===== src/hdl/radio_framer_map.svh =====
// Offsets, reset values and timing figures of the packet framer.
// Assumes inclusion by its bare name from the design.
`ifndef RADIO_FRAMER_MAP_SVH
`define RADIO_FRAMER_MAP_SVH
// Register addresses, six bits each
`define ADR_CTRL 6'h00
`define ADR_MODE 6'h01
`define ADR_TXLEN 6'h02
`define ADR_SEEDLO 6'h03
`define ADR_SEEDHI 6'h04
`define ADR_MISSCNT 6'h05
`define ADR_STATUS 6'h06
`define ADR_RXLEN 6'h07
`define ADR_TXFIFO 6'h20
`define ADR_RXFIFO 6'h21
// Control field positions
`define CTRL_TXGO 0
`define CTRL_RXGO 1
`define CTRL_SEQ 2
`define CTRL_CRC 3
`define CTRL_MARK 4
`define CTRL_LEN 5
`define CTRL_MISS 6
`define CTRL_ZSEED 7
// Reset values
`define CTRL_RST 8'h38
`define MISS_RST 8'h04
// Byte times in ns at each raw rate
`define BYTE_NS_FSK 8000
`define BYTE_NS_8L32 32000
`define BYTE_NS_8L64 64000
`define BYTE_NS_DR32 128000
`define BYTE_NS_DR64 256000
`define BYTE_NS_SR64 511836
`define CLK_NS 4
// Checksum polynomial, without the x^16 term
`define CRC_POLY 16'h8005
`define FIFO_DEPTH 16
`endif


===== src/hdl/radio_framer_pkg.sv =====
// Types shared by the packet framer.
// Assumes nothing beside it; uses no map header macros.
package radio_framer_pkg;
	// Data-rate modes
	typedef enum logic [2:0] {
		M_FSK = 3'h0, M_8L32 = 3'h1, M_8L64 = 3'h2,
		M_DR32 = 3'h3, M_DR64 = 3'h4, M_SR64 = 3'h5
	} mode_t;
	// Sequencer states, one-hot
	typedef enum logic [5:0] {
		S_IDLE = 6'h01, S_WARM = 6'h02, S_TX = 6'h04,
		S_ACKWAIT = 6'h08, S_RX = 6'h10, S_ACKTX = 6'h20
	} seq_t;
	// Configuration written over the serial port
	typedef struct packed {
		logic [7:0] ctrl;
		logic [2:0] mode;
		logic [7:0] txLen;
		logic [15:0] seed;
		logic [7:0] missLimit;
	} cfg_t;
	// Sticky status bits
	typedef struct packed {
		logic rxOverflow;
		logic ackTimeout;
		logic ackGot;
		logic crcErr;
		logic rxDone;
		logic txDone;
	} stat_t;
endpackage


===== src/hdl/radio_packet_framer.sv =====
// Serial slave port, packet framer, buffers and acknowledge sequencer.
// Assumes the modem exchanges whole bytes on clk; serial pins are asynchronous.
`timescale 1ns/1ps
`default_nettype none
`include "radio_framer_map.svh"
////////////////////////////////////////////////////////////////////////
// What this block does
// - Command byte: bit7 write, increment, address
// - Increment flag advances address per data byte
// - Burst lasts until select rises
// - Serial clock in, 4-pin or 3-pin
// - Two-symbol start marker, per-mode on receive; transmit always sends it
// - Unframed: two correlations infer packet start
// - Marker code separate, equal length both ends
// - Optional length byte after marker
// - End after length plus checksum bytes
// - Alternative end after non-correlation count
// - Sixteen-bit checksum appended and checked
// - Seed or zero seed; either accepted
// - Sixteen-byte transmit and receive buffers
// - Buffer level flags allow FIFO use
// - Sequenced send: warm up, send, await ack
// - Return idle on ack or timeout
// - Sequenced receive: good packet, send ack
// - Acknowledges leave buffers untouched
// - Receiver takes any rate unconfigured
// - Byte timing per raw data rate
// - Three-pin line driven only while reading
// - Buffer addresses never increment
// - Port works while radio sleeps
module radio_packet_framer #(
	parameter int BYTE_NS_FSK = `BYTE_NS_FSK,
	parameter int BYTE_NS_8L32 = `BYTE_NS_8L32,
	parameter int BYTE_NS_8L64 = `BYTE_NS_8L64,
	parameter int BYTE_NS_DR32 = `BYTE_NS_DR32,
	parameter int BYTE_NS_DR64 = `BYTE_NS_DR64,
	parameter int BYTE_NS_SR64 = `BYTE_NS_SR64,
	parameter int WARM_CYCLES = 64,
	parameter int ACK_TIMEOUT_CYCLES = 100000
) (
	input wire logic clk,
	input wire logic reset_n,
	input wire logic ssN, // Slave select, low active
	input wire logic sck,
	input wire logic mosi,
	input wire logic threePin, // Shared data line wiring
	input wire logic bidirSerialLineIn,
	output logic bidirSerialLineOut,
	output logic bidirSerialLineOe,
	output logic misoOut,
	output logic misoOe,
	input wire logic [7:0] rxData, // Modem byte in
	input wire logic rxValid,
	input wire logic rxMarker, // Start marker found
	input wire logic corrHit,
	input wire logic corrMiss,
	output logic [7:0] txData,
	output logic txStrobe,
	output logic txMarker,
	output logic [2:0] modemMode,
	output logic synthOn,
	output logic radioTx,
	output logic radioRx,
	output logic txFifoLow,
	output logic rxFifoHigh,
	output logic packetDone
);
	localparam logic [17:0] WARM_N = 18'(WARM_CYCLES);
	localparam logic [17:0] ACK_N = 18'(ACK_TIMEOUT_CYCLES);
	////////////////////////////////////////////////////////////////////
	// Synchronisers for the serial pins
	logic [1:0] ssQ, sckQ, mosiQ, sdatQ;
	logic sckD;
	always_ff @(posedge clk or negedge reset_n) begin
		if (!reset_n) begin
			ssQ <= 2'h3;
			sckQ <= 2'h0;
			mosiQ <= 2'h0;
			sdatQ <= 2'h0;
			sckD <= 1'b0;
		end else begin
			ssQ <= {ssQ[0], ssN};
			sckQ <= {sckQ[0], sck};
			mosiQ <= {mosiQ[0], mosi};
			sdatQ <= {sdatQ[0], bidirSerialLineIn};
			sckD <= sckQ[1];
		end
	end
	////////////////////////////////////////////////////////////////////
	// Shared state declarations
	radio_framer_pkg::cfg_t cfg, next_cfg;
	radio_framer_pkg::stat_t stat, next_stat;
	logic [7:0] txMem [0:`FIFO_DEPTH-1];
	logic [7:0] rxMem [0:`FIFO_DEPTH-1];
	logic [4:0] txWr, txRd, rxWr, rxRd, next_txWr, next_txRd, next_rxWr, next_rxRd;
	logic [7:0] rxLenSeen, next_rxLenSeen;
	radio_framer_pkg::seq_t seq, next_seq;
	// Buffer addresses stay put in a burst
	function automatic logic isFifo(input logic [5:0] a);
		isFifo = (a == `ADR_TXFIFO) || (a == `ADR_RXFIFO);
	endfunction
	// Register read view
	function automatic logic [7:0] readReg(input logic [5:0] a);
		case (a)
			`ADR_CTRL: readReg = cfg.ctrl;
			`ADR_MODE: readReg = {5'h00, cfg.mode};
			`ADR_TXLEN: readReg = cfg.txLen;
			`ADR_SEEDLO: readReg = cfg.seed[7:0];
			`ADR_SEEDHI: readReg = cfg.seed[15:8];
			`ADR_MISSCNT: readReg = cfg.missLimit;
			`ADR_STATUS: readReg = {2'h0, stat};
			`ADR_RXLEN: readReg = rxLenSeen;
			`ADR_RXFIFO: readReg = rxMem[rxRd[3:0]];
			default: readReg = 8'h00;
		endcase
	endfunction
	// Checksum over one byte, first bit sent first
	function automatic logic [15:0] crcByte(input logic [15:0] c, input logic [7:0] d);
		logic [15:0] r;
		r = c;
		for (int i = 7; i >= 0; i--) begin
			r = (r[15] ^ d[i]) ? ({r[14:0], 1'b0} ^ `CRC_POLY) : {r[14:0], 1'b0};
		end
		crcByte = r;
	endfunction
	////////////////////////////////////////////////////////////////////
	// Serial slave port, mode 0, bytes MSB first
	logic [2:0] bitCnt, next_bitCnt;
	logic firstByte, next_firstByte, isWrite, next_isWrite, incr, next_incr;
	logic [5:0] addr, next_addr;
	logic [7:0] shIn, next_shIn, shOut, next_shOut;
	logic next_misoOut, next_misoOe, next_sdatOe;
	logic wrStb, rdPop;
	logic [5:0] wrAddr;
	logic [7:0] wrData;
	always_comb begin
		logic din, rise, fall;
		logic [7:0] b;
		din = threePin ? sdatQ[1] : mosiQ[1];
		rise = sckQ[1] & ~sckD;
		fall = ~sckQ[1] & sckD;
		b = {shIn[6:0], din};
		next_bitCnt = bitCnt;
		next_firstByte = firstByte;
		next_isWrite = isWrite;
		next_incr = incr;
		next_addr = addr;
		next_shIn = shIn;
		next_shOut = shOut;
		next_misoOut = misoOut;
		wrStb = 1'b0;
		rdPop = 1'b0;
		wrAddr = addr;
		wrData = b;
		if (ssQ[1]) begin
			// Idle select: serial clock is ignored
			next_bitCnt = 3'h0;
			next_firstByte = 1'b1;
		end else if (rise) begin
			next_shIn = b;
			next_bitCnt = bitCnt + 3'h1;
			if (bitCnt == 3'h7) begin
				if (firstByte) begin
					next_firstByte = 1'b0;
					next_isWrite = b[7];
					next_incr = b[6];
					next_addr = b[5:0];
					next_shOut = readReg(b[5:0]);
					rdPop = !b[7] && (b[5:0] == `ADR_RXFIFO);
				end else begin
					// Advance only scalar registers when asked
					if (incr && !isFifo(addr)) begin
						next_addr = addr + 6'h01;
					end
					if (isWrite) begin
						wrStb = 1'b1;
					end else begin
						next_shOut = readReg(next_addr);
						rdPop = (next_addr == `ADR_RXFIFO);
					end
				end
			end
		end else if (fall && !firstByte && !isWrite) begin
			next_misoOut = shOut[7];
			next_shOut = {shOut[6:0], 1'b0};
		end
		// Drive the line only in the data phase of a read
		next_misoOe = !ssQ[1] && !firstByte && !isWrite && !threePin;
		next_sdatOe = !ssQ[1] && !firstByte && !isWrite && threePin;
	end
	// Serial port registers, clocked by clk so sleep does not matter
	always_ff @(posedge clk or negedge reset_n) begin
		if (!reset_n) begin
			bitCnt <= 3'h0;
			firstByte <= 1'b1;
			isWrite <= 1'b0;
			incr <= 1'b0;
			addr <= 6'h00;
			shIn <= 8'h00;
			shOut <= 8'h00;
			misoOut <= 1'b0;
			misoOe <= 1'b0;
			bidirSerialLineOe <= 1'b0;
		end else begin
			bitCnt <= next_bitCnt;
			firstByte <= next_firstByte;
			isWrite <= next_isWrite;
			incr <= next_incr;
			addr <= next_addr;
			shIn <= next_shIn;
			shOut <= next_shOut;
			misoOut <= next_misoOut;
			misoOe <= next_misoOe;
			bidirSerialLineOe <= next_sdatOe;
		end
	end
	assign bidirSerialLineOut = misoOut;
	////////////////////////////////////////////////////////////////////
	// Framer, buffers and sequencer
	logic [17:0] tick, next_tick;
	logic [2:0] txPh, next_txPh;
	logic [7:0] txCnt, next_txCnt, rxLen, next_rxLen, rxCnt, next_rxCnt, missCnt, next_missCnt;
	logic [15:0] txCrc, next_txCrc, crcA, next_crcA, crcZ, next_crcZ;
	logic [7:0] crcHi, next_crcHi;
	logic [1:0] rxPh, next_rxPh;
	logic rxAct, next_rxAct, hitPrev, next_hitPrev;
	logic [7:0] next_txData;
	logic next_txStrobe, next_txMarker, txPush, rxPush, next_packetDone;
	// Byte slot length per raw rate
	function automatic logic [17:0] period(input logic [2:0] m);
		case (m)
			radio_framer_pkg::M_FSK: period = 18'(BYTE_NS_FSK / `CLK_NS);
			radio_framer_pkg::M_8L32: period = 18'(BYTE_NS_8L32 / `CLK_NS);
			radio_framer_pkg::M_8L64: period = 18'(BYTE_NS_8L64 / `CLK_NS);
			radio_framer_pkg::M_DR32: period = 18'(BYTE_NS_DR32 / `CLK_NS);
			radio_framer_pkg::M_DR64: period = 18'(BYTE_NS_DR64 / `CLK_NS);
			default: period = 18'(BYTE_NS_SR64 / `CLK_NS);
		endcase
	endfunction
	always_comb begin
		logic markOn, lenOn, missOn, crcOn, acking, rxEnd, good, start;
		logic [15:0] rxGot;
		// Mode forces or forbids length, and the marker on receive only
		markOn = (cfg.mode <= 3'h2) || (cfg.mode != 3'h5 && cfg.ctrl[`CTRL_MARK]);
		lenOn = markOn && ((cfg.mode <= 3'h2) || cfg.ctrl[`CTRL_LEN]);
		missOn = (cfg.mode != 3'h0) && cfg.ctrl[`CTRL_MISS];
		crcOn = cfg.ctrl[`CTRL_CRC];
		acking = (seq == radio_framer_pkg::S_ACKTX);
		next_cfg = cfg;
		next_stat = stat;
		next_seq = seq;
		next_tick = tick;
		next_txPh = txPh;
		next_txCnt = txCnt;
		next_txCrc = txCrc;
		next_txData = txData;
		next_txStrobe = 1'b0;
		next_txMarker = 1'b0;
		next_packetDone = 1'b0;
		next_rxAct = rxAct;
		next_rxPh = rxPh;
		next_rxLen = rxLen;
		next_rxCnt = rxCnt;
		next_crcA = crcA;
		next_crcZ = crcZ;
		next_crcHi = crcHi;
		next_missCnt = missCnt;
		next_hitPrev = hitPrev;
		next_rxLenSeen = rxLenSeen;
		txPush = 1'b0;
		rxPush = 1'b0;
		rxEnd = 1'b0;
		good = 1'b0;
		rxGot = {crcHi, rxData};
		// Register writes from the serial port
		if (wrStb) begin
			case (wrAddr)
				`ADR_CTRL: next_cfg.ctrl = wrData;
				`ADR_MODE: next_cfg.mode = wrData[2:0];
				`ADR_TXLEN: next_cfg.txLen = wrData;
				`ADR_SEEDLO: next_cfg.seed[7:0] = wrData;
				`ADR_SEEDHI: next_cfg.seed[15:8] = wrData;
				`ADR_MISSCNT: next_cfg.missLimit = wrData;
				`ADR_STATUS: next_stat = stat & ~wrData[5:0];
				`ADR_TXFIFO: txPush = (txWr - txRd) != 5'(`FIFO_DEPTH);
				default: next_cfg = cfg;
			endcase
		end
		// Receiver: start on marker or on two correlations in a row
		start = markOn ? rxMarker : (corrHit && hitPrev);
		if (corrHit) begin
			next_hitPrev = 1'b1;
		end else if (corrMiss) begin
			next_hitPrev = 1'b0;
		end
		if (!(seq == radio_framer_pkg::S_RX || seq == radio_framer_pkg::S_ACKWAIT)) begin
			next_rxAct = 1'b0;
		end else if (!rxAct && start) begin
			// Any rate decodes; the modem handles spreading
			next_rxAct = 1'b1;
			next_rxPh = lenOn ? 2'h0 : 2'h1;
			next_rxLen = 8'hFF;
			next_rxCnt = 8'h00;
			next_crcA = cfg.seed;
			next_crcZ = 16'h0000;
			next_missCnt = 8'h00;
		end else if (rxAct) begin
			if (rxValid) begin
				case (rxPh)
					2'h0: begin
						next_rxLen = rxData;
						next_rxPh = (rxData != 8'h00) ? 2'h1 : (crcOn ? 2'h2 : 2'h1);
						rxEnd = (rxData == 8'h00) && !crcOn;
						good = rxEnd;
					end
					2'h1: begin
						next_crcA = crcByte(crcA, rxData);
						next_crcZ = crcByte(crcZ, rxData);
						next_rxCnt = rxCnt + 8'h01;
						// Acks in flight never touch the receive buffer
						if (seq != radio_framer_pkg::S_ACKWAIT) begin
							rxPush = (rxWr - rxRd) != 5'(`FIFO_DEPTH);
							next_stat.rxOverflow = !rxPush || next_stat.rxOverflow;
						end
						if (lenOn && next_rxCnt == rxLen) begin
							next_rxPh = crcOn ? 2'h2 : 2'h1;
							rxEnd = !crcOn;
							good = rxEnd;
						end
					end
					2'h2: begin
						next_crcHi = rxData;
						next_rxPh = 2'h3;
					end
					default: begin
						rxEnd = 1'b1;
						good = (rxGot == crcA) || (rxGot == crcZ);
						next_stat.crcErr = !good || next_stat.crcErr;
					end
				endcase
			end else if (corrMiss && missOn) begin
				next_missCnt = missCnt + 8'h01;
				rxEnd = (next_missCnt >= cfg.missLimit);
				good = rxEnd;
			end else if (corrHit) begin
				next_missCnt = 8'h00;
			end
		end
		if (rxEnd) begin
			next_rxAct = 1'b0;
			next_rxLenSeen = rxCnt + (rxPh == 2'h1 && rxValid ? 8'h01 : 8'h00);
		end
		// Transmit byte slots at the configured rate
		if (seq == radio_framer_pkg::S_TX || acking) begin
			next_tick = (tick == 18'h00000) ? period(cfg.mode) - 18'h00001 : tick - 18'h00001;
			if (tick == 18'h00000) begin
				case (txPh)
					3'h0: begin
						next_txMarker = 1'b1;
						next_txPh = lenOn ? 3'h1 : 3'h2;
						next_txCrc = cfg.ctrl[`CTRL_ZSEED] ? 16'h0000 : cfg.seed;
						next_txCnt = 8'h00;
					end
					3'h1: begin
						next_txData = acking ? 8'h00 : cfg.txLen;
						next_txStrobe = 1'b1;
						next_txPh = 3'h2;
					end
					3'h2: begin
						if (!acking && txCnt < cfg.txLen) begin
							// Stall the slot while the buffer is empty
							if (txWr != txRd) begin
								next_txData = txMem[txRd[3:0]];
								next_txStrobe = 1'b1;
								next_txCrc = crcByte(txCrc, txMem[txRd[3:0]]);
								next_txCnt = txCnt + 8'h01;
							end
						end else begin
							next_txPh = crcOn ? 3'h3 : 3'h5;
						end
					end
					3'h3: begin
						next_txData = txCrc[15:8];
						next_txStrobe = 1'b1;
						next_txPh = 3'h4;
					end
					3'h4: begin
						next_txData = txCrc[7:0];
						next_txStrobe = 1'b1;
						next_txPh = 3'h5;
					end
					default: next_txPh = 3'h5;
				endcase
			end
		end else begin
			next_tick = 18'h00000;
			next_txPh = 3'h0;
		end
		// Sequencer
		case (seq)
			radio_framer_pkg::S_IDLE: begin
				next_tick = WARM_N;
				if (cfg.ctrl[`CTRL_TXGO]) begin
					next_cfg.ctrl[`CTRL_TXGO] = 1'b0;
					next_seq = radio_framer_pkg::S_WARM;
				end else if (cfg.ctrl[`CTRL_RXGO]) begin
					next_cfg.ctrl[`CTRL_RXGO] = 1'b0;
					next_seq = radio_framer_pkg::S_RX;
				end
			end
			radio_framer_pkg::S_WARM: begin
				next_tick = (tick == 18'h00000) ? 18'h00000 : tick - 18'h00001;
				if (tick == 18'h00000) begin
					next_seq = radio_framer_pkg::S_TX;
				end
			end
			radio_framer_pkg::S_TX: begin
				if (txPh == 3'h5) begin
					next_stat.txDone = 1'b1;
					next_packetDone = 1'b1;
					next_tick = ACK_N;
					next_seq = cfg.ctrl[`CTRL_SEQ] ? radio_framer_pkg::S_ACKWAIT : radio_framer_pkg::S_IDLE;
				end
			end
			radio_framer_pkg::S_ACKWAIT: begin
				next_tick = tick - 18'h00001;
				if (rxEnd && good) begin
					next_stat.ackGot = 1'b1;
					next_seq = radio_framer_pkg::S_IDLE;
				end else if (tick == 18'h00000) begin
					next_stat.ackTimeout = 1'b1;
					next_seq = radio_framer_pkg::S_IDLE;
				end
			end
			radio_framer_pkg::S_RX: begin
				if (rxEnd) begin
					next_stat.rxDone = 1'b1;
					next_packetDone = 1'b1;
					if (!cfg.ctrl[`CTRL_SEQ]) begin
						next_seq = radio_framer_pkg::S_IDLE;
					end else if (good) begin
						next_seq = radio_framer_pkg::S_ACKTX;
					end
				end
			end
			radio_framer_pkg::S_ACKTX: begin
				if (txPh == 3'h5) begin
					next_seq = radio_framer_pkg::S_RX;
				end
			end
			default: next_seq = radio_framer_pkg::S_IDLE;
		endcase
		// Buffer pointers
		next_txWr = txWr + (txPush ? 5'h01 : 5'h00);
		next_txRd = txRd + (next_txStrobe && txPh == 3'h2 ? 5'h01 : 5'h00);
		next_rxWr = rxWr + (rxPush ? 5'h01 : 5'h00);
		next_rxRd = rxRd + (rdPop && rxWr != rxRd ? 5'h01 : 5'h00);
	end
	// Framer registers and buffer pointers
	always_ff @(posedge clk or negedge reset_n) begin
		if (!reset_n) begin
			cfg <= '{ctrl: `CTRL_RST, mode: 3'h0, txLen: 8'h00, seed: 16'h0000, missLimit: `MISS_RST};
			stat <= '0;
			seq <= radio_framer_pkg::S_IDLE;
			{txWr, txRd, rxWr, rxRd} <= 20'h00000;
			{tick, txPh, txCnt, txCrc} <= 45'h0;
			{rxAct, rxPh, rxLen, rxCnt, missCnt, hitPrev} <= 28'h0;
			{crcA, crcZ, crcHi, rxLenSeen} <= 48'h0;
			{txData, txStrobe, txMarker, packetDone} <= 11'h000;
			{modemMode, synthOn, radioTx, radioRx, txFifoLow, rxFifoHigh} <= 8'h00;
		end else begin
			cfg <= next_cfg;
			stat <= next_stat;
			seq <= next_seq;
			{txWr, txRd, rxWr, rxRd} <= {next_txWr, next_txRd, next_rxWr, next_rxRd};
			{tick, txPh, txCnt, txCrc} <= {next_tick, next_txPh, next_txCnt, next_txCrc};
			{rxAct, rxPh, rxLen, rxCnt, missCnt, hitPrev} <=
				{next_rxAct, next_rxPh, next_rxLen, next_rxCnt, next_missCnt, next_hitPrev};
			{crcA, crcZ, crcHi, rxLenSeen} <= {next_crcA, next_crcZ, next_crcHi, next_rxLenSeen};
			{txData, txStrobe, txMarker, packetDone} <= {next_txData, next_txStrobe, next_txMarker, next_packetDone};
			modemMode <= cfg.mode;
			synthOn <= (next_seq != radio_framer_pkg::S_IDLE);
			radioTx <= (next_seq == radio_framer_pkg::S_TX) || (next_seq == radio_framer_pkg::S_ACKTX);
			radioRx <= (next_seq == radio_framer_pkg::S_RX) || (next_seq == radio_framer_pkg::S_ACKWAIT);
			txFifoLow <= (next_txWr - next_txRd) <= 5'h08;
			rxFifoHigh <= (next_rxWr - next_rxRd) >= 5'h08;
		end
	end
	// Buffer arrays hold no reset
	always_ff @(posedge clk) begin
		if (txPush) begin
			txMem[txWr[3:0]] <= wrData;
		end
		if (rxPush) begin
			rxMem[rxWr[3:0]] <= rxData;
		end
	end
endmodule
`default_nettype wire


===== config.mk =====
export PLATFORM = sky130hd
export DESIGN_NAME = radio_packet_framer
export DESIGN_NICKNAME = d
export VERILOG_FILES = /design/src/hdl/radio_framer_pkg.sv /design/src/hdl/radio_packet_framer.sv
export VERILOG_INCLUDE_DIRS = /design/src /design/src/hdl
export SDC_FILE = /design/constraint.sdc
export NUM_CORES = 1
export LEC_CHECK = 0
export BUFFER_PORTS_ARGS = -buffer_cell sky130_fd_sc_hd__buf_4
export CORE_UTILIZATION = 40
export CTS_CLUSTER_DIAMETER = 100
export DETAILED_ROUTE_END_ITERATION = 10
export PLACE_DENSITY = 0.62
export SYNTH_ARGS = -nofsm -noshare
export SYNTH_HDL_FRONTEND = slang
export SYNTH_SLANG_ARGS = --single-unit

===== constraint.sdc =====
create_clock -name clk -period 6.1 [get_ports clk]
set_input_delay 0.305 -clock clk [delete_from_list [all_inputs] [get_ports clk]]
set_output_delay 0.305 -clock clk [all_outputs]
set_load 0.05 [all_outputs]

==> results of run 1 <==
sequential cells by signal (all words and copies together) (netlist names), 16 cells and up:
signal / count
crcZ: 16
crcA: 16
rxMem: 128
cfg: 43
tick: 18
txMem: 128
txCrc: 16
logic make-up (layout without fill, tap and decap cells):
family,after synthesis,after routing
compound gates,429,429
mux,181,181
simple gates,603,603
xor+xnor,162,162
flops,510,510
fa+ha+maj,59,59
buf+inv,179,238
worst max-delay path, cell delays in order, from the launching register on:
cell	delay [ps]
sky130_fd_sc_hd__dfrtp_1	570
sky130_fd_sc_hd__clkinv_1	320
sky130_fd_sc_hd__ha_1	340
sky130_fd_sc_hd__nor2_1	140
sky130_fd_sc_hd__o211ai_1	140
sky130_fd_sc_hd__xor2_1	560
sky130_fd_sc_hd__nand2_1	190
sky130_fd_sc_hd__nor3_1	710
sky130_fd_sc_hd__a32oi_1	170
sky130_fd_sc_hd__a311oi_1	340
sky130_fd_sc_hd__ha_1	230
sky130_fd_sc_hd__ha_1	270
sky130_fd_sc_hd__inv_1	70
sky130_fd_sc_hd__ha_1	210
sky130_fd_sc_hd__nor2b_1	130
sky130_fd_sc_hd__o21ai_0	290
sky130_fd_sc_hd__nand2_1	130
sky130_fd_sc_hd__nor2_1	110
sky130_fd_sc_hd__o21ai_0	80
sky130_fd_sc_hd__a21oi_1	140
sky130_fd_sc_hd__a21oi_1	50
stage by stage:
step	area [um2]	std cells	hold slack [ps]
final	28350	3019	89.12
after global routing	28350	3019	79.46
after CTS	28350	3019	52.02
after detailed placement	26280	2908	334.7
after global placement	26280	2908	336.2
after floorplan	25170	2123	9.409
placed cells by master (no fill, tap or decap), types with 55 or more instances in the layout:
| master | instances |
|---|---|
| sky130_fd_sc_hd__a21oi_1 | 89 |
| sky130_fd_sc_hd__buf_4 | 69 |
| sky130_fd_sc_hd__clkbuf_16 | 55 |
| sky130_fd_sc_hd__dfrtp_1 | 244 |
| sky130_fd_sc_hd__edfxtp_1 | 256 |
| sky130_fd_sc_hd__ha_1 | 58 |
| sky130_fd_sc_hd__mux2_2 | 66 |
| sky130_fd_sc_hd__mux2i_1 | 55 |
| sky130_fd_sc_hd__mux4_2 | 59 |
| sky130_fd_sc_hd__nand2_1 | 214 |
| sky130_fd_sc_hd__nor2_1 | 138 |
| sky130_fd_sc_hd__o21ai_0 | 140 |
| sky130_fd_sc_hd__xnor2_1 | 86 |
| sky130_fd_sc_hd__xor2_1 | 74 |
how the worst max path moves through the flow:
stage             from  slack, ps          to  cells after the start
3_3_place_gp   addr[0]       1020  rxFifoHigh                     20
5_1_grt        addr[0]        230  rxFifoHigh                     19
3_5_place_dp   addr[0]        860  rxFifoHigh                     20
6_report       addr[0]        710  rxFifoHigh                     20
4_1_cts        addr[0]        800  rxFifoHigh                     20
2_1_floorplan  txRd[1]       1790   txFifoLow                     19
layout make-up:
type	instances	area [um2]	share of cell area, %
repair buffers	78	613.1	2.163
multi-input cells	1434	10430	36.78
well taps	837	1047	3.694
flip-flops and latches	510	14060	49.58
inverters	57	214.0	0.7547
clock inverters	34	513.0	1.810
clock buffers	69	1479	5.217
routing by layer:
layer	part of all wire, %	GRT usage, %	wire length (um)	up-vias
li1	-	-	-	7861
met1	44	29.05	28730	8607
met2	48	34.10	31400	537
met3	5.6	2.786	3614	95
met4	1.9	5.022	1204	0
met5	0	0	0	-
power groups by stage:
stage                     logic, uW  clock network [uW]  registers [uW]
after global routing            403                3820            3800
after detailed placement        366                   0            3860
after floorplan                 167                   0            3850
after CTS                       371                3690            3790
final                           365                3610            3790
after global placement          358                   0            3860
repair_timing:
item	in CTS	in global routing
hold endpoints to repair	114	0
gates resized for setup	0	0
hold buffers	8	0
==> metrics, run 1 <==
Clk pin slew, worst setup/hold paths approximately 60 ps; Clk pwr share a little under half; most repeated cell in the gate-level netlist after synthesis sky130_fd_sc_hd__edfxtp_1; Clock Skews a little over 50 ps; synthesized area per cell about 12 um2; net count after synthesis 2201; Rows approximately 90; final core utilization 45.77%; part of the total power dissipated in combinational logic under 10%; 1st-pass router iterations 6; IR Drop Worst-Case VDD roughly 220 uV; RD Place Congestion just under 1; share of synthesized area occupied by flip-flops and latches 55.84%; sequential share of power approximately half; Synth Area in Simple Gates a little under an eighth; portion of synthesized cell area occupied by the leading cell type just over 30%; nature of the critical path startpoint register; pin count of the biggest net entering global routing 116; flop-to-flop setup slack between 700 and 800 ps; post-synthesis xor/xnor area fraction under 10%; aggregate routed wire length 64.95 mm; total via count in the routed design about 17000; WP data arrival between 5000 and 6000 ps; top cells by count, synth sky130_fd_sc_hd__edfxtp_1, sky130_fd_sc_hd__dfrtp_1, sky130_fd_sc_hd__nand2_1; hold path cells 3; slew at the pin closest to its max-slew limit between 1000 and 1500 ps; estimated wirelength of the detail-placed design around 45 mm; CORE AREA between 60000 and 70000 um2; Die X-Extent ~250 um; mux cell area share after synthesis a little over a tenth; fraction of registers with async set/reset 49.80%; Primary FF master, synth sky130_fd_sc_hd__edfxtp_1; peak fanout along the critical path 12; number of maximum-capacitance violations 0; # IOs 42; number of global-route vias before repair approximately 17000; total power a little under 8000 uW; total count of max-transition violations in the final report 0; TritonCTS buffer count 55; flip-flop and latch count after synthesis 510; fillcell total ~5600; count of input and output buffers 41; cell taking the most area after synthesis sky130_fd_sc_hd__edfxtp_1; post-DR wirelength/cell roughly 22 um; number of cells traversed by the worst register-to-register path 20; post-synthesis compound-gate area fraction 10.69%; Reg2Reg Launch Point addr[0]; netlist area before placement approximately 25000 um2; global router's overall resource usage between 20% and 30%; die outline area between 60000 and 70000 um2; synthesized netlist cell count between 2000 and 2500; Worst Setup Slack post-DPL between 800 and 900 ps; RSZ-0062 raised after global routing no; summed negative setup slack over all endpoints 0 ps; GRT overflow 0; first-pass GRT wire length between 100 and 150 mm; critical path start-end classification register to register; number of buffers inserted by post-CTS setup repair 0; total number of yosys warnings 0; outcome completed; average via count per standard cell 5.664; Unique masters post-synth 80; Critical R2R Capture rxFifoHigh; CTS sink count 510; static leakage power 0.01094 uW; number of endpoints failing setup at the final stage 0; Area growth, synth to finish 12.64%; antenna violations before repair 0; number of design rule violations left after detail routing 0; Max clock buf depth 3; Worst slew margin between 15 and 20%; clock insertion delay at the later pin of the skew report 650 ps; Antenna Nets Post-Route 0; final critical-path share of the clock period about nine tenths; count of nets after finishing 2214; minimum clock period around 5400 ps; hold endpoint stat[2]; number of failing hold endpoints at the final stage 0; crit end category register; Req. time, crit path between 6000 and 7000 ps; largest family of logic cells by synthesized area simple AND/OR/NAND/NOR gates; total power divided by cell area approximately 270 nW/um2; proportion of layout cells with a drive suffix above 1 roughly 15%; net load switching power roughly 1800 uW; ranking of synthesized cells by area sky130_fd_sc_hd__edfxtp_1, sky130_fd_sc_hd__dfrtp_1, sky130_fd_sc_hd__mux4_2; adder-cell area share of the yosys netlist 2.963%; classification of the worst-slack hold path input pin to register; cell at the root of the clock tree sky130_fd_sc_hd__clkbuf_16; max frequency between 150 and 200 MHz; # H-tree levels 2; Chip Height ~250 um; switching share of total power between 20% and 30%; internal cell power 5982 uW; number of flops mapped to enable cells by yosys about 260; hold_sp rxValid; number of antenna diodes 0; TritonCTS clock tree yes; DRC marker count from the first detailed-route iteration about 1700; worst-case setup margin in the final layout about 700 ps; starting density of the core 40.63%
Note: power is estimated with default switching activity, not from simulation.
==> run 2, diff against run 1 <==
--- a/config.mk
+++ b/config.mk
@@ -10,7 +10,7 @@
 export CORE_UTILIZATION = 40
 export CTS_CLUSTER_DIAMETER = 100
 export DETAILED_ROUTE_END_ITERATION = 10
-export PLACE_DENSITY = 0.62
+export PLACE_DENSITY = 0.66
 export SYNTH_ARGS = -nofsm -noshare
 export SYNTH_HDL_FRONTEND = slang
 export SYNTH_SLANG_ARGS = --single-unit
==> run 2 against run 1 <==
Against the previous run:
- cell count shrank 0.23%
- critical path depth is 1 lower
- sequential cell count unchanged
==> metrics, run 2 (synthesis gave the netlist of run 1 again) <==
starting density of the core roughly 41%; Chip Height around 250 um; Clk pin slew, worst setup/hold paths roughly 60 ps; switching share of total power a little under a quarter; Area growth, synth to finish 12.38%; final core utilization 45.67%; post-DR wirelength/cell approximately 21 um; slew at the pin closest to its max-slew limit 1217 ps; total via count in the routed design approximately 17000; Rows 91; TritonCTS buffer count 55; peak fanout along the critical path 12; Reg2Reg Launch Point addr[0]; first-pass GRT wire length about 99 mm; Critical R2R Capture rxFifoHigh; total count of max-transition violations in the final report 0; multi-input combinational cell area between 10000 and 15000 um2; met2 wire length around 30 mm; estimated wirelength of the detail-placed design approximately 44 mm; pin count of the biggest net entering global routing between 150 and 200; part of the total power dissipated in combinational logic 4.7%; CORE AREA 61940 um2; clock insertion delay at the later pin of the skew report approximately 630 ps; 1st-pass router iterations 6; outcome completed; number of failing hold endpoints at the final stage 0; minimum clock period ~5300 ps; hold endpoint stat[2]; wl on met1 about 27 mm; TritonCTS clock tree yes; die outline area 63930 um2; sequential cell area between 10000 and 15000 um2; summed negative setup slack over all endpoints 0 ps; hold_sp rxValid; proportion of layout cells with a drive suffix above 1 between 10 and 15%; most common library cell in the layout ignoring fill and taps sky130_fd_sc_hd__edfxtp_1; Worst slew margin roughly 18%; Antenna Nets Post-Route 0; total power divided by cell area ~270 nW/um2; top library cells by usage in the layout, fill and taps aside sky130_fd_sc_hd__edfxtp_1, sky130_fd_sc_hd__dfrtp_1, sky130_fd_sc_hd__nand2_1; crit end category register; GRT overflow 0; highest layer used for signal routing met4; routed wl met3 about 4.1 mm; Req. time, crit path approximately 6600 ps; nature of the critical path startpoint register; Die X-Extent approximately 250 um; number of maximum-capacitance violations 0; flop-to-flop setup slack 790 ps; sequential share of power about half; WP data arrival about 5800 ps; number of antenna diodes 0; RSZ-0062 raised after global routing no; average via count per standard cell around 5.6; Max clock buf depth 3; fillcell total 5615; number of global-route vias before repair 16920; # H-tree levels 2; Clk pwr share approximately 46%; antenna violations before repair 0; RD Place Congestion between 0.9 and 1; number of cells traversed by the worst register-to-register path 19; max frequency 188.3 MHz; hold path cells 3; critical path start-end classification register to register; count of nets after finishing between 2000 and 2500; number of endpoints failing setup at the final stage 0; net load switching power ~1700 uW; count of input and output buffers 41; CTS sink count a little over 500; number of design rule violations left after detail routing 0; global router's overall resource usage 20.04%; Clock Skews roughly 28 ps; # IOs 42; cell at the root of the clock tree sky130_fd_sc_hd__clkbuf_16; final critical-path share of the clock period 87.06%; internal cell power ~6000 uW; DRC marker count from the first detailed-route iteration between 1500 and 2000; IR Drop Worst-Case VDD about 260 uV; aggregate routed wire length approximately 63 mm; static leakage power between 0.01 and 0.015 uW; classification of the worst-slack hold path input pin to register
-- run 2: cell count changes in the layout (fill, tap and decap cells not counted) --
cell and delta:
sky130_fd_sc_hd__buf_12 +1, sky130_fd_sc_hd__buf_4 -7, sky130_fd_sc_hd__clkbuf_1 +1, sky130_fd_sc_hd__clkbuf_8 +1
sky130_fd_sc_hd__clkinv_1 -3, sky130_fd_sc_hd__clkinv_16 -2, sky130_fd_sc_hd__clkinv_2 +1, sky130_fd_sc_hd__clkinv_4 -1
sky130_fd_sc_hd__clkinv_8 +1, sky130_fd_sc_hd__clkinvlp_4 -1, sky130_fd_sc_hd__inv_6 +2
-- run 2: worst max-delay path by stage --
| stage | endpoint | startpoint | slack (ps) | depth (start not counted) |
|---|---|---|---|---|
| finish | rxFifoHigh | addr[0] | 790 | 19 |
| global route | rxFifoHigh | addr[0] | 280 | 19 |
| CTS | rxFifoHigh | addr[0] | 810 | 20 |
| detailed placement | rxFifoHigh | addr[0] | 820 | 19 |
| global placement | rxFifoHigh | addr[0] | 990 | 20 |
| floorplan | txFifoLow | txRd[1] | 1790 | 19 |
-- run 2: power groups by stage --
stage / clock network [uW] / logic (uW) / registers (uW)
after detailed placement: 0 / 362 / 3860
final: 3570 / 363 / 3790
after floorplan: 0 / 167 / 3850
after global placement: 0 / 353 / 3860
after global routing: 3770 / 398 / 3800
after CTS: 3640 / 367 / 3790
-- run 2: per-stage QoR --
| stage | instance area (um2) | setup WS (ps) | instances | power, uW | hold slack, ps |
|---|---|---|---|---|---|
| 5_1_grt | 28280 | 277.6 | 3012 | 7973 | 87.94 |
| 2_1_floorplan | 25170 | 1786 | 2123 | 4019 | 9.409 |
| 3_5_place_dp | 26240 | 821.3 | 2902 | 4225 | 337.0 |
| 4_1_cts | 28280 | 810.8 | 3012 | 7805 | 68.61 |
| 6_report | 28280 | 789.2 | 3012 | 7731 | 105.1 |
| 3_3_place_gp | 26240 | 992.8 | 2902 | 4211 | 335.1 |
-- run 2: what timing repair did --
action,4_1_cts,5_1_grt
buffers inserted,0,0
endpoints found under the hold margin,88,0
hold buffers,8,0
gates resized for setup,0,0
-- run 2: area by class of cell --
class	instances	share of cell area, %
Multi-Input combinational cell	1434	36.86
Sequential cell	510	49.69
Inverter	57	0.7564
Clock inverter	31	1.641
Clock buffer	71	5.291
Timing Repair Buffer	72	2.053
Tap cell	837	3.703
-- run 2: worst max-delay path, cell delays in order (launching register included) --
cell	delay [ps]
sky130_fd_sc_hd__dfrtp_1	550
sky130_fd_sc_hd__clkinv_1	320
sky130_fd_sc_hd__ha_1	330
sky130_fd_sc_hd__nor2_1	140
sky130_fd_sc_hd__o211ai_1	140
sky130_fd_sc_hd__xor2_1	580
sky130_fd_sc_hd__nand2_1	200
sky130_fd_sc_hd__nor3_1	650
sky130_fd_sc_hd__a32oi_1	150
sky130_fd_sc_hd__a311oi_1	390
sky130_fd_sc_hd__ha_1	240
sky130_fd_sc_hd__ha_1	180
sky130_fd_sc_hd__xor2_1	210
sky130_fd_sc_hd__inv_1	70
sky130_fd_sc_hd__ha_1	290
sky130_fd_sc_hd__o21ai_0	140
sky130_fd_sc_hd__nor2_1	130
sky130_fd_sc_hd__o21ai_0	100
sky130_fd_sc_hd__a211oi_1	260
sky130_fd_sc_hd__a21oi_1	100
-- run 2: per-layer routing --
layer  global-route usage [%]  vias up
met2                    32.69      554
met1                    27.25     8432
li1                         -     7859
met4                    6.476        0
met3                    3.228      109
met5                        0        -
==> run 3, diff against run 2 <==
--- a/config.mk
+++ b/config.mk
@@ -8,6 +8,7 @@
 export LEC_CHECK = 0
 export BUFFER_PORTS_ARGS = -buffer_cell sky130_fd_sc_hd__buf_4
 export CORE_UTILIZATION = 40
+export CTS_BUF_LIST = sky130_fd_sc_hd__clkbuf_16
 export CTS_CLUSTER_DIAMETER = 100
 export DETAILED_ROUTE_END_ITERATION = 10
 export PLACE_DENSITY = 0.66
==> run 3 against run 2 <==
Against the previous run:
- register-to-register slack got worse by 20 ps
- global-route usage about the same
- combinational power is essentially flat
- critical path depth unchanged
- critical endpoint unchanged
- via count rose by 0.22%
- routed wire length about the same
- highest routed layer unchanged
- clock-buffer cell count decreased by 16
- non-clock buffer count unchanged
- sequential share of layout area increased by 0.11 points
==> metrics, run 3 (synthesis gave the netlist of run 1 again) <==
nature of the critical path startpoint register; global router's overall resource usage between 20% and 30%; cell with the largest stage delay on the worst path sky130_fd_sc_hd__nor3_1; aggregate routed wire length 63.51 mm; static leakage power about 0.011 uW; sequential share of power between 40% and 50%; Gates resized, CTS repair 0; TritonCTS clock tree yes; hold path cells 3; CORE AREA about 62000 um2; classification of the worst-slack hold path input pin to register; antenna violations before repair 0; total count of max-transition violations in the final report 0; cell at the root of the clock tree sky130_fd_sc_hd__clkbuf_16; outcome completed; crit end category register; post-route cell area between 20000 and 30000 um2; met1 routing resource usage after global routing a little over a quarter; Rows between 90 and 100; clock insertion delay at the later pin of the skew report between 600 and 700 ps; WP data arrival 5810 ps; RD Place Congestion 0.9465; part of the total power dissipated in combinational logic ~4.7%; critical path start-end classification register to register; die outline area between 60000 and 70000 um2; average via count per standard cell roughly 5.6; first-pass GRT wire length just under 100 mm; # H-tree levels 2; proportion of layout cells with a drive suffix above 1 between 10% and 20%; Worst slew margin between 10% and 20%; critical path cell sequence clkinv_1, ha_1, nor2_1, o211ai_1, xor2_1, nand2_1, nor3_1, a32oi_1, a311oi_1, ha_1, ha_1, xor2_1, inv_1, ha_1, o21ai_0, nor2_1, o21ai_0, a211oi_1, a21oi_1; post-DR wirelength/cell 21.09 um; number of global-route vias before repair between 15000 and 20000; count of input and output buffers between 40 and 50; summed negative setup slack over all endpoints 0 ps; CTS sink count 510; highest-utilization routing layer at the global route stage met2; number of design rule violations left after detail routing 0; max incr delay on CP 640 ps; count of nets after finishing approximately 2200; Clk pwr share 45.6%; internal cell power 5892 uW; Clk pin slew, worst setup/hold paths 60 ps; # IOs 42; max frequency 187.6 MHz; Area growth, synth to finish 12.15%; minimum clock period 5331 ps; total via count in the routed design ~17000; non-filler instance count after layout about 3000; top library cells by usage in the layout, fill and taps aside sky130_fd_sc_hd__edfxtp_1, sky130_fd_sc_hd__dfrtp_1, sky130_fd_sc_hd__nand2_1; Chip Height around 250 um; number of maximum-capacitance violations 0; Req. time, crit path 6580 ps; number of failing hold endpoints at the final stage 0; net load switching power around 1700 uW; Clock Skews about 25 ps; TritonCTS buffer count between 50 and 60; GRT overflow 0; crit-path most repeated cell sky130_fd_sc_hd__ha_1; number of antenna diodes 0; IR Drop Worst-Case VDD 258.1 uV; total power divided by cell area ~270 nW/um2; met2 track utilization from global routing around 33%; switching share of total power 22.87%; estimated wirelength of the detail-placed design about 44 mm; DRC marker count from the first detailed-route iteration between 1500 and 2000; Antenna Nets Post-Route 0; number of cells traversed by the worst register-to-register path 19; Die X-Extent 252.8 um; placed cell count 2902; peak fanout along the critical path 12; Hold-fix buffers, CTS 8; pin count of the biggest net entering global routing ~170; total cell area at the placement stage about 26000 um2; number of buffers inserted by post-CTS setup repair 0; slew at the pin closest to its max-slew limit ~1300 ps; most common library cell in the layout ignoring fill and taps sky130_fd_sc_hd__edfxtp_1; starting density of the core 40.63%; final critical-path share of the clock period ~87%; number of endpoints failing setup at the final stage 0; 1st-pass router iterations 6; minimum hold slack 107.5 ps; met3 routing resource usage after global routing under 10%; RSZ-0062 raised after global routing no; Max clock buf depth 3
[run 3: layout make-up]
cell class / count / area (um2)
fillers: 5625 / 33710
flip-flops and latches: 510 / 14060
well taps: 837 / 1047
inverters: 57 / 214.0
clock buffers: 55 / 1376
clock inverters: 47 / 524.3
repair buffers: 72 / 580.6
multi-input cells: 1434 / 10430
[run 3: worst max-delay path: cells and delay by family (launching register included)]
| family | cells | cell delay, ps |
|---|---|---|
| AO/OA/AOI/OAI | 7 | 1270 |
| XOR/XNOR | 2 | 810 |
| adder cells (fa/ha/maj) | 4 | 1050 |
| buffers and inverters | 2 | 390 |
| flip-flops | 1 | 560 |
| AND/OR/NAND/NOR | 4 | 1110 |
[run 3: power groups by stage]
| stage | Clock [uW] | Combinational [uW] | Sequential [uW] |
|---|---|---|---|
| after floorplan | 0 | 167 | 3850 |
| after global placement | 0 | 353 | 3860 |
| after detailed placement | 0 | 362 | 3860 |
| after CTS | 3550 | 367 | 3790 |
| after global routing | 3680 | 398 | 3800 |
| final | 3480 | 362 | 3800 |
[run 3: worst paths after layout]
| check | from | endpoint | slack, ps |
|---|---|---|---|
| setup reg to reg | addr[0] | rxFifoHigh | 770 |
| min in group asynchronous | reset_n | txData[6] | 260 |
| hold / removal | rxValid | stat[2] | 110 |
| setup / recovery | addr[0] | rxFifoHigh | 770 |
| hold reg to reg | mosiQ[0] | mosiQ[1] | 340 |
| max in group asynchronous | reset_n | rxPh[1] | 4450 |
[run 3: stage by stage]
stage          util, %  power [uW]  worst slack [ps]
2_1_floorplan        -        4019              1786
3_3_place_gp     42.37        4211             992.8
3_5_place_dp     42.37        4225             821.3
4_1_cts          45.57        7711             811.0
5_1_grt          45.57        7879             278.9
6_report         45.57        7640             768.7
[run 3: layer usage]
layer  part of all wire (%)  vias up
li1                       -     7863
met1                     43     8468
met2                     48      540
met3                    6.0      120
met4                    3.0        0
met5                      0        -
